## config.mk

```make
export PLATFORM = sky130hd
export DESIGN_NAME = ddrc_cmd
export DESIGN_NICKNAME = d
export VERILOG_FILES = /design/src/hw/ddrc_cmd.v
export VERILOG_INCLUDE_DIRS = /design/src /design/src/shared
export SDC_FILE = /design/constraint.sdc
export NUM_CORES = 1
export LEC_CHECK = 0
export ABC_AREA = 1
export BUFFER_PORTS_ARGS = -buffer_cell sky130_fd_sc_hd__buf_2
export CORE_ASPECT_RATIO = 1.2
export CORE_MARGIN = 4
export CORE_UTILIZATION = 50
export CTS_CLUSTER_DIAMETER = 60
export DETAILED_ROUTE_END_ITERATION = 16
export GPL_ROUTABILITY_DRIVEN = 0
export MAX_ROUTING_LAYER = met4
export PLACE_DENSITY = 0.78
export SKIP_CTS_REPAIR_TIMING = 1
export SLEW_MARGIN = 20
export SYNTH_ARGS = -nofsm -noshare
export SYNTH_HDL_FRONTEND = slang
export SYNTH_SLANG_ARGS = --single-unit
```

## constraint.sdc

```tcl
create_clock -name mclk -period 10.4 [get_ports mclk]
set_input_delay 0.52 -clock mclk [delete_from_list [all_inputs] [get_ports mclk]]
set_output_delay 0.52 -clock mclk [all_outputs]
set_load 0.01 [all_outputs]
```

## src/shared/ddrc_defs.vh

```
// Constants for the DDR command decode and power state block
`ifndef DDRC_DEFS_VH
`define DDRC_DEFS_VH
// Command codes on {ras_n, cas_n, we_n} with chip select low
`define DDRC_CMD_NOP    3'h7
`define DDRC_CMD_ACT    3'h3
`define DDRC_CMD_READ   3'h5
`define DDRC_CMD_WRITE  3'h4
`define DDRC_CMD_BST    3'h6
`define DDRC_CMD_PRE    3'h2
`define DDRC_CMD_REF    3'h1
`define DDRC_CMD_MRS    3'h0
// Decoded command kinds reported on cmd_kind_ff
`define DDRC_K_NONE     4'h0
`define DDRC_K_ACT      4'h1
`define DDRC_K_READ     4'h2
`define DDRC_K_WRITE    4'h3
`define DDRC_K_BST      4'h4
`define DDRC_K_PRE      4'h5
`define DDRC_K_PREALL   4'h6
`define DDRC_K_AREF     4'h7
`define DDRC_K_SREF     4'h8
`define DDRC_K_MRS      4'h9
`define DDRC_K_EMRS     4'ha
// Power states
`define DDRC_PS_NORMAL  2'h0
`define DDRC_PS_PPD     2'h1
`define DDRC_PS_APD     2'h2
`define DDRC_PS_SREF    2'h3
// Mode register bank selects
`define DDRC_BA_MODE    2'h0
`define DDRC_BA_EMODE   2'h1
// Auto-precharge bit positions per width
`define DDRC_AP_BIT_X32 8
`define DDRC_AP_BIT_X8  10
// Base mode register fields
`define DDRC_MR_BL_LSB  0
`define DDRC_MR_BT_BIT  3
`define DDRC_MR_CL_LSB  4
`define DDRC_MR_DLL_BIT 8
`endif

```

## src/hw/ddrc_cmd.v

```verilog
// DDR SDRAM command decode, power state and mode register capture
//
// Summary of operation
// - Sample commands on rising differential clock
// - Deselect and NOP behave identically
// - ACTIVE opens row in chosen bank
// - Read or write burst at column
// - Auto-precharge applies per command only
// - Burst terminate only for plain reads
// - Precharge one bank or all banks
// - Auto refresh, or self refresh when cke low
// - Refresh uses internal counters, ignores address
// - Mode register set loads opcode
// - Data mask high blocks element write
// - Auto-precharge bit position depends on width
// - Cke falling enters precharge or active power-down
// - Cke low holds power state
// - Mode registers reset to zero and not valid
// - Core word is two pin transfers
// - Bank address selects base or extended register
// - Base register holds length, type, latency, loop reset
`timescale 1ns/1ps
`include "ddrc_defs.vh"

module ddrc_cmd #(
  parameter DQ_W  = 16,
  parameter AP_BIT = `DDRC_AP_BIT_X8,
  parameter ROW_W = 13
) (
  input  wire              mclk,
  input  wire              rst,
  input  wire              ck_p,
  input  wire              ck_n,
  input  wire              cke,
  input  wire              cs_n,
  input  wire              ras_n,
  input  wire              cas_n,
  input  wire              we_n,
  input  wire [1:0]        ba,
  input  wire [ROW_W-1:0]  addr,
  input  wire [DQ_W-1:0]   dq_in,
  input  wire              dm,
  output reg  [3:0]        cmd_kind_ff,
  output reg               cmd_stb_ff,
  output reg  [1:0]        cmd_bank_ff,
  output reg  [ROW_W-1:0]  cmd_addr_ff,
  output reg               cmd_ap_ff,
  output reg  [3:0]        bank_open_ff,
  output reg  [1:0]        pwr_state_ff,
  output reg  [ROW_W-1:0]  mode_reg_ff,
  output reg  [ROW_W-1:0]  emode_reg_ff,
  output reg               mode_valid_ff,
  output reg               emode_valid_ff,
  output reg               dll_reset_ff,
  output reg  [2:0]        burst_len_ff,
  output reg               burst_type_ff,
  output reg  [2:0]        cas_lat_ff,
  output reg  [1:0]        ref_bank_ff,
  output reg  [ROW_W-1:0]  ref_row_ff,
  output reg               rd_active_ff,
  output reg  [2*DQ_W-1:0] wr_word_ff,
  output reg  [1:0]        wr_mask_ff,
  output reg               wr_word_stb_ff
);

  ////////////////////////////////////////////////////////////////////////
  // Two flop synchronisers for all pins
  localparam IN_W = 2 + 5 + 2 + ROW_W + DQ_W + 1;
  reg  [IN_W-1:0] meta_ff;
  reg  [IN_W-1:0] sync_ff;
  wire [IN_W-1:0] pins = {ck_p, ck_n, cke, cs_n, ras_n, cas_n, we_n, ba, addr, dq_in, dm};

  always @(posedge mclk or posedge rst) begin
    if (rst) begin
      meta_ff <= {IN_W{1'b0}};
      sync_ff <= {IN_W{1'b0}};
    end else begin
      meta_ff <= pins;
      sync_ff <= meta_ff;
    end
  end

  wire              s_ckp  = sync_ff[IN_W-1];
  wire              s_ckn  = sync_ff[IN_W-2];
  wire              s_cke  = sync_ff[IN_W-3];
  wire              s_cs_n = sync_ff[IN_W-4];
  wire [2:0]        s_rcw  = sync_ff[IN_W-5 -: 3];
  wire [1:0]        s_ba   = sync_ff[IN_W-8 -: 2];
  wire [ROW_W-1:0]  s_addr = sync_ff[DQ_W+ROW_W:DQ_W+1];
  wire [DQ_W-1:0]   s_dq   = sync_ff[DQ_W:1];
  wire              s_dm   = sync_ff[0];

  ////////////////////////////////////////////////////////////////////////
  // Crossing detect on the differential pair
  reg ckx_ff;
  reg cke_prev_ff;
  wire ckx  = s_ckp & ~s_ckn;
  wire rise = ckx & ~ckx_ff;
  wire fall = ~ckx & ckx_ff;

  always @(posedge mclk or posedge rst) begin
    if (rst) begin
      ckx_ff      <= 1'b0;
      cke_prev_ff <= 1'b0;
    end else begin
      ckx_ff <= ckx;
      if (rise) begin
        cke_prev_ff <= s_cke;
      end
    end
  end

  ////////////////////////////////////////////////////////////////////////
  // Command decode
  function [3:0] decode;
    input       csn;
    input [2:0] rcw;
    input       ap;
    input [1:0] b;
    input       ck_en;
    begin
      decode = `DDRC_K_NONE;
      if (!csn) begin
        case (rcw)
          `DDRC_CMD_ACT:   decode = `DDRC_K_ACT;
          `DDRC_CMD_READ:  decode = `DDRC_K_READ;
          `DDRC_CMD_WRITE: decode = `DDRC_K_WRITE;
          `DDRC_CMD_BST:   decode = `DDRC_K_BST;
          `DDRC_CMD_PRE:   decode = ap ? `DDRC_K_PREALL : `DDRC_K_PRE;
          `DDRC_CMD_REF:   decode = ck_en ? `DDRC_K_AREF : `DDRC_K_SREF;
          `DDRC_CMD_MRS: begin
            if (b == `DDRC_BA_MODE) begin
              decode = `DDRC_K_MRS;
            end else if (b == `DDRC_BA_EMODE) begin
              decode = `DDRC_K_EMRS;
            end else begin
              decode = `DDRC_K_NONE;
            end
          end
          default:         decode = `DDRC_K_NONE;
        endcase
      end
    end
  endfunction

  wire       s_ap    = s_addr[AP_BIT];
  wire [3:0] kind    = decode(s_cs_n, s_rcw, s_ap, s_ba, s_cke);
  wire       in_norm = (pwr_state_ff == `DDRC_PS_NORMAL);
  // Clock enable must be high on both crossings, except for self refresh entry
  wire       exec    = rise & in_norm & cke_prev_ff & (s_cke | (kind == `DDRC_K_SREF));
  wire       idle    = (bank_open_ff == 4'h0);

  ////////////////////////////////////////////////////////////////////////
  // Power state tracking
  // State codes of the power machine
  localparam PS_NORMAL = `DDRC_PS_NORMAL;
  localparam PS_PPD    = `DDRC_PS_PPD;
  localparam PS_APD    = `DDRC_PS_APD;
  localparam PS_SREF   = `DDRC_PS_SREF;

  reg [1:0] nxt_pwr;
  always @* begin
    nxt_pwr = pwr_state_ff;
    if (rise) begin
      case (pwr_state_ff)
        PS_NORMAL: begin
          // Clock enable falling: refresh enters self refresh, idle bus powers down
          if (cke_prev_ff && !s_cke) begin
            if (kind == `DDRC_K_SREF) begin
              nxt_pwr = PS_SREF;
            end else if (kind == `DDRC_K_NONE) begin
              nxt_pwr = idle ? PS_PPD : PS_APD;
            end
          end
        end
        PS_PPD, PS_APD, PS_SREF: begin
          // Leave only on clock enable high with a no-operation
          if (s_cke && kind == `DDRC_K_NONE) begin
            nxt_pwr = PS_NORMAL;
          end
        end
        default: nxt_pwr = PS_NORMAL;
      endcase
    end
  end

  ////////////////////////////////////////////////////////////////////////
  // Command effects
  wire [3:0] bank_bit = 4'h1 << s_ba;
  wire       wr_ap    = (kind == `DDRC_K_READ || kind == `DDRC_K_WRITE) & s_ap;

  always @(posedge mclk or posedge rst) begin
    if (rst) begin
      cmd_kind_ff    <= `DDRC_K_NONE;
      cmd_stb_ff     <= 1'b0;
      cmd_bank_ff    <= 2'h0;
      cmd_addr_ff    <= {ROW_W{1'b0}};
      cmd_ap_ff      <= 1'b0;
      bank_open_ff   <= 4'h0;
      pwr_state_ff   <= `DDRC_PS_NORMAL;
      mode_reg_ff    <= {ROW_W{1'b0}};
      emode_reg_ff   <= {ROW_W{1'b0}};
      mode_valid_ff  <= 1'b0;
      emode_valid_ff <= 1'b0;
      dll_reset_ff   <= 1'b0;
      burst_len_ff   <= 3'h0;
      burst_type_ff  <= 1'b0;
      cas_lat_ff     <= 3'h0;
      ref_bank_ff    <= 2'h0;
      ref_row_ff     <= {ROW_W{1'b0}};
      rd_active_ff   <= 1'b0;
    end else begin
      pwr_state_ff <= nxt_pwr;
      cmd_stb_ff   <= exec & (kind != `DDRC_K_NONE);
      if (exec && kind != `DDRC_K_NONE) begin
        cmd_kind_ff <= kind;
        cmd_bank_ff <= s_ba;
        cmd_addr_ff <= s_addr;
        cmd_ap_ff   <= wr_ap;
      end
      if (exec) begin
        case (kind)
          `DDRC_K_ACT:    bank_open_ff <= bank_open_ff | bank_bit;
          `DDRC_K_READ: begin
            rd_active_ff <= ~s_ap;
            if (s_ap) begin
              bank_open_ff <= bank_open_ff & ~bank_bit;
            end
          end
          `DDRC_K_WRITE: begin
            rd_active_ff <= 1'b0;
            if (s_ap) begin
              bank_open_ff <= bank_open_ff & ~bank_bit;
            end
          end
          `DDRC_K_BST:    rd_active_ff <= 1'b0;
          `DDRC_K_PRE:    bank_open_ff <= bank_open_ff & ~bank_bit;
          `DDRC_K_PREALL: bank_open_ff <= 4'h0;
          `DDRC_K_AREF, `DDRC_K_SREF: begin
            // Internal counters pick bank and row; pins ignored
            {ref_row_ff, ref_bank_ff} <= {ref_row_ff, ref_bank_ff} + 1'b1;
          end
          `DDRC_K_MRS: begin
            mode_reg_ff   <= s_addr;
            mode_valid_ff <= 1'b1;
            burst_len_ff  <= s_addr[`DDRC_MR_BL_LSB +: 3];
            burst_type_ff <= s_addr[`DDRC_MR_BT_BIT];
            cas_lat_ff    <= s_addr[`DDRC_MR_CL_LSB +: 3];
            dll_reset_ff  <= s_addr[`DDRC_MR_DLL_BIT];
          end
          `DDRC_K_EMRS: begin
            emode_reg_ff   <= s_addr;
            emode_valid_ff <= 1'b1;
          end
          default: ;
        endcase
      end
    end
  end

  ////////////////////////////////////////////////////////////////////////
  // Write data pairing: two half-clock elements form one core word
  reg [DQ_W-1:0] lo_ff;
  reg            lo_dm_ff;
  reg            wr_on_ff;
  reg            lo_vld_ff;

  always @(posedge mclk or posedge rst) begin
    if (rst) begin
      lo_ff          <= {DQ_W{1'b0}};
      lo_dm_ff       <= 1'b0;
      wr_on_ff       <= 1'b0;
      lo_vld_ff      <= 1'b0;
      wr_word_ff     <= {2*DQ_W{1'b0}};
      wr_mask_ff     <= 2'h0;
      wr_word_stb_ff <= 1'b0;
    end else begin
      wr_word_stb_ff <= 1'b0;
      // A real command other than a write ends the write window, a write restarts it; no-operation keeps it open
      if (exec && kind != `DDRC_K_NONE) begin
        wr_on_ff  <= (kind == `DDRC_K_WRITE);
        lo_vld_ff <= 1'b0;
      end else if (rise && wr_on_ff) begin
        lo_ff     <= s_dq;
        lo_dm_ff  <= s_dm;
        lo_vld_ff <= 1'b1;
      end
      // Pair only a rising element captured inside this write window
      if (fall && wr_on_ff && lo_vld_ff) begin
        wr_word_ff     <= {s_dq, lo_ff};
        wr_mask_ff     <= {s_dm, lo_dm_ff};
        wr_word_stb_ff <= 1'b1;
        lo_vld_ff      <= 1'b0;
      end
    end
  end

endmodule

```

Yosys cells after proc, flatten, opt, wreduce, memory -nomap -nowiden

Index checks and enable logic that the tools add are counted.

Register bits: 213

Equal/unequal tests: 24
Mux-type cells: 19
Reductions and logical operators: 28
Bitwise gates (word level): 17
Shifts and indexed selects: 1
Add/sub/neg operators: 1

Operators with widths:

| operator                                      | count |
|---|---|
| one-hot mux 4 bit (7 select lines)            | 1 |
| two-way mux 4 bit                             | 5 |
| == test 4 x 3 -> 1 bit, second input constant | 4 |
| one-hot mux 4 bit (4 select lines)            | 1 |
| adder 15 x 1 -> 15 bit, second input constant | 1 |
| == test 4 bit, second input constant          | 3 |
| two-way mux 2 bit                             | 6 |
| AND reduction 2 bit                           | 5 |
| == test 3 bit, second input constant          | 3 |
| bitwise AND 1 bit                             | 8 |
| == test 4 x 2 -> 1 bit, second input constant | 2 |
| logical NOT 4 bit                             | 2 |
| nonzero test 4 bit                            | 2 |
| == test 3 x 2 -> 1 bit, second input constant | 2 |
| logical AND 1 bit                             | 6 |
| OR reduction 2 bit                            | 3 |
| NOT 1 bit                                     | 5 |
| bitwise AND 4 bit                             | 1 |
| == test 2 x 1 -> 1 bit, second input constant | 2 |
| == test 2 bit, second input constant          | 2 |
| == test 4 x 1 -> 1 bit, second input constant | 1 |
| logical NOT 2 bit                             | 2 |
| two-way mux 1 bit                             | 4 |
| != test 2 x 1 -> 1 bit, second input constant | 2 |
| 17 further kinds                              | 17 |

Longest topological paths before layout

Depth after elaboration: 11
Depth in mapped cells: 14

Least setup slack after synthesis

OpenSTA, ideal clock, no wires.

Path type: reg2reg
Start: register sync_ff[33]
End: register mode_reg_ff[0]
Arrival: 1,726 ps
Clock period less this slack: 1,843 ps
Slack: 8,557 ps
Stages on the path, launching flop included: 14
Path through: dfrtp_1 > nor2_2 > nand2_1 > nand2_1 > nand3_2 > nand2_4 > nand3_4 > nand2_4 > nand2_4 > inv_6 > nand2_2 > buf_4 > nand2_1 > nand2_1

Cells in the longest elaborated chain, start to end: 7

RTL lines:

| item                                           | line           | text |
|---|---|---|
| from (decl)                                    | ddrc_cmd.v:70  | `reg [IN_W-1:0] sync_ff;` |
| from (signal assigned)                         | ddrc_cmd.v:76  | `sync_ff <= {IN_W{1'b0}};` |
| from (signal assigned)                         | ddrc_cmd.v:79  | `sync_ff <= meta_ff;` |
| == test 3 x 1 -> 1 bit (tied with other cells) | ddrc_cmd.v:124 | `case (rcw)` |
| one-hot mux 4 bit (7 select lines) (*)         | ddrc_cmd.v:124 |  |
| two-way mux 4 bit (*)                          | ddrc_cmd.v:123 | `if (!csn) begin` |
| == test 4 bit                                  | n/a            |  |
| bitwise OR 1 bit                               | ddrc_cmd.v:150 | `` wire exec = rise & in_norm & cke_prev_ff & (s_cke \| (kind == `DDRC_K_SREF)); `` |
| bitwise AND 1 bit                              | ddrc_cmd.v:150 |  |
| AND reduction 2 bit (no source line) (*)       | n/a            |  |
| to (signal assigned)                           | ddrc_cmd.v:201 | `mode_reg_ff <= {ROW_W{1'b0}};` |
| to (signal assigned)                           | ddrc_cmd.v:244 | `mode_reg_ff <= s_addr;` |
| to (decl)                                      | ddrc_cmd.v:50  | `output reg [ROW_W-1:0] mode_reg_ff,` |

Every way passes the cells marked *; elsewhere a longest branch is shown, timed or not.
A chain may end at the register's enable or synchronous reset.

Worst setup path in the final report

Start: register sync_ff[33]
End: register lo_ff[9]

Cells in the longest elaborated chain, start to end: 9

RTL lines:

| item                                           | line           | text |
|---|---|---|
| == test 3 x 1 -> 1 bit (tied with other cells) | ddrc_cmd.v:124 |  |
| one-hot mux 4 bit (7 select lines) (*)         | ddrc_cmd.v:124 |  |
| two-way mux 4 bit (*)                          | ddrc_cmd.v:123 |  |
| == test 4 bit                                  | n/a            |  |
| bitwise OR 1 bit                               | ddrc_cmd.v:150 |  |
| bitwise AND 1 bit                              | ddrc_cmd.v:150 |  |
| logical AND 1 bit (no source line) (*)         | n/a            |  |
| NOT 1 bit (no source line) (*)                 | n/a            |  |
| AND reduction 2 bit (no source line) (*)       | n/a            |  |
| to (signal assigned)                           | ddrc_cmd.v:270 | `lo_ff <= {DQ_W{1'b0}};` |
| to (signal assigned)                           | ddrc_cmd.v:284 | `lo_ff <= s_dq;` |
| to (decl)                                      | ddrc_cmd.v:263 | `reg [DQ_W-1:0] lo_ff;` |

Marks and branches as above.

==> run_results.csv <==
group,metric,value,unit
run_status,status,"completed",
placed_design,dp_hpwl,11240,um
sta,rsz0062_at_grt,"no",
detailed_routing,viasPerCell,4.911,
logic_synthesis,synth_top_area_share,66.23,%
sta,slew_viol_final,0,
clock_tree,cts_max_level,1,
hold_path,worstHoldStart,"cke",
worst_setup_path,path_cells,"nor2_2, nand3_4, nand2_1, nand2_1, nand2_1, inv_2, nand3_1, nand3_4, nand2_2, nand2_1, nand2_1",
worst_setup_path,reg2reg_depth,11,
logic_synthesis,async_reset_ff_share,100.0,%
floorplanning,die-area,17560,sq um
logic_synthesis,synthFlopType,"dfrtp_1",
floorplanning,core_area,15080,sq um
logic_synthesis,synth_most_common_cell,"nand2_1",
pwr,power_density,195.1,nW/um^2
logic_synthesis,yosysTopAreaCell,"dfrtp_1",
sta,tns,0,ns
floorplanning,ios,155,
worst_setup_path,cp-start-kind,"register",
floorplanning,die_w,121.6,um
worst_setup_path,worstReg2RegEnd,"lo_ff[9]",
logic_synthesis,synth-seq-cells,205,
sta,fin_crit,2.615,ns
sta,hold_violations,0,
sta,setup_viol,0,
clock_tree,insertion_delay,0.48,ns
floorplanning,fp.dieH,144.4,um
pwr,ir_drop,94.06,uV
worst_setup_path,cp_max_fo,49,
finish,drive_above_1_share,23.42,%
logic_synthesis,syn_area,7746,sq um
finish,diodes,0,
clock_tree,cts_buffer_depth,3,
logic_synthesis,synth_area_leaders,"dfrtp_1 (66%), nand2_1 (16%), nand3_1 (5.0%)",
logic_synthesis,yosysWarnings,0,
logic_synthesis,synth_nets,818,
finish,area_growth,19.84,%
clock_tree,cts.sinks,205,
worst_setup_path,worst-path-buf-inv,1,
logic_synthesis,synth_common_cells,"nand2_1 (330), dfrtp_1 (205), nand3_1 (78)",
sta,fmax,0.3824,GHz
job,drv_cap,0,
hold_path,whs_path_depth,1,
floorplanning,num_rows,49,
worst_setup_path,slowest_delay,0.49,ns
clock_tree,cts_tree,"built",
detailed_routing,drc,0,
detailed_routing,wl,16290,um
sta,fin_crit_sh,25.15,%
worst_setup_path,reg2reg_from,"sync_ff[33]",
detailed_routing,dr.pass1.iters,4,
detailed_routing,drt-initial-drc-count,463,
hold_path,worstHoldPathType,"input port to register",
detailed_routing,detail-route-antenna-nets,0,
logic_synthesis,netlist_instances,776,
worst_setup_path,path_delay_family,"simple AND/OR/NAND/NOR gates",
finish,layout.nets,963,
worst_setup_path,critical_path.slowest_cell,"nand2_2",
clock_tree,cts_root_buf,"clkbuf_16",
floorplanning,start_util,51.36,%
global_routing,grtUsageTotal,19.12,%
clock_tree,clk_pin_slew_worst_paths,0.07,ns
global_routing,grt-ovfl-total,0,
logic_synthesis,seq_area_frac_synth,66.23,%
logic_synthesis,avgSynthCellArea,9.982,sq um
placed_design,port-buffer-count,154,
worst_setup_path,end_kind,"register",
worst_setup_path,r2r_setup_slack,7.78,ns
hold_path,min_to,"meta_ff[36]",
detailed_routing,vias,5594,
worst_setup_path,worst_ep_arrival_time,3.03,ns
global_routing,grt_max_degree,122,
logic_synthesis,synth_cell_types,34,
worst_setup_path,required,10.82,ns
pwr,p_leak,5.289,nW
global_routing,first_global_vias,5368,
sta,worst_pin_slew,0.9260,ns
sta,clock_skew,0.008729,ns
worst_setup_path,crit_top_cell,"nand2_1",
worst_setup_path,crit_type,"register to register",
detailed_routing,wl_per_cell,14.30,um
global_routing,antenna_found_initial,0,
clock_tree,cts_buffers,20,
logic_synthesis,synth_edf_count,0,
sta,relSlewSlack,37.88,%
global_routing,grt_pass1_wl,26570,um
pwr,design_power_total,1.811,mW
-- cell families after synthesis --
logic type / after synthesis / synth area share, %
AO/OA/AOI/OAI: 17 / 1.486
AND/OR/NAND/NOR: 467 / 25.88
XOR/XNOR: 13 / 1.470
flip-flops: 205 / 66.23
buffers and inverters: 73 / 4.781
adder cells (fa/ha/maj): 1 / 0.1615
-- state kept, by name, indices dropped and copies added (netlist names), 2 cells and up --
| name | flops |
|---|---|
| cmd_addr_ff | 13 |
| pwr_state_ff | 2 |
| cmd_kind_ff | 4 |
| wr_word_ff | 32 |
| ref_row_ff | 13 |
| lo_ff | 16 |
| sync_ff | 39 |
| cmd_bank_ff | 2 |
| mode_reg_ff | 13 |
| bank_open_ff | 4 |
| emode_reg_ff | 13 |
| wr_mask_ff | 2 |
| ref_bank_ff | 2 |
| meta_ff | 39 |
-- worst max-delay path by stage --
stage,start,endpoint,slack [ns],cells after the start
3_3_place_gp,sync_ff[33],lo_ff[9],7.84,11
2_1_floorplan,rst,bank_open_ff[0],4.28,1
5_1_grt,sync_ff[33],lo_ff[9],7.51,11
6_report,sync_ff[33],lo_ff[9],7.78,11
3_5_place_dp,sync_ff[33],lo_ff[9],7.80,11
4_1_cts,sync_ff[33],lo_ff[9],7.77,11
-- cells in the final DEF, fill, tap and decap left out, drive strengths merged, types with 2 or more instances in the layout --
master,count
nand2,337
dfrtp,205
buf,156
nand3,82
inv,39
nor2,30
clkbuf,24
o21ai,13
nand4,11
xnor2,8
clkinv,6
xor2,5
clkinvlp,4
bufinv,3
nor3,3
a21oi,2
or2,2
-- layer usage --
metal / vias to the layer above / share of wire [%] / GRT usage (%)
met5: - / 0 / -
met1: 2675 / 43 / 24.76
li1: 2725 / - / -
met3: 32 / 5.5 / 2.973
met4: 0 / 2.7 / 6.136
met2: 162 / 49 / 31.32
-- stage by stage --
step | worst slack (ns) | instances | cell area, sq um | hold WS, ns | utilization [%]
2_1_floorplan | 4.284 | 776 | 7746 | 0.3312 | -
3_3_place_gp | 7.838 | 1103 | 8579 | 0.3326 | 56.89
3_5_place_dp | 7.805 | 1103 | 8579 | 0.3347 | 56.89
4_1_cts | 7.774 | 1139 | 9279 | 0.1240 | 61.52
5_1_grt | 7.509 | 1139 | 9283 | 0.1230 | 61.55
6_report | 7.785 | 1139 | 9283 | 0.1402 | 61.55
-- report_power, final --
part / leakage (nW) / switching, mW / internal (mW)
logic: 2.30 / 0.107 / 0.0593
registers: 2.66 / 0.0354 / 0.858
clock network: 0.332 / 0.297 / 0.454
total: 5.29 / 0.440 / 1.37
-- worst reg2reg max path: stages (launching register included) --
cell     delay, ns
dfrtp_1       0.45
nor2_2        0.22
nand3_4       0.13
nand2_1       0.08
nand2_1       0.14
nand2_1       0.14
inv_2         0.05
nand3_1       0.15
nand3_4       0.46
nand2_2       0.50
nand2_1       0.14
nand2_1       0.08
-- area by class of cell --
class                           instances  area [sq um]
Fill cell                            1313          5799
Sequential cell                       205          5130
Clock buffer                           24         546.8
Tap cell                              204         255.2
Multi-Input combinational cell        498          2246
Timing Repair Buffer                  156         789.5
Inverter                               40         162.7
Clock inverter                         12         152.6
No activity file was read; power rests on OpenSTA's default activity.
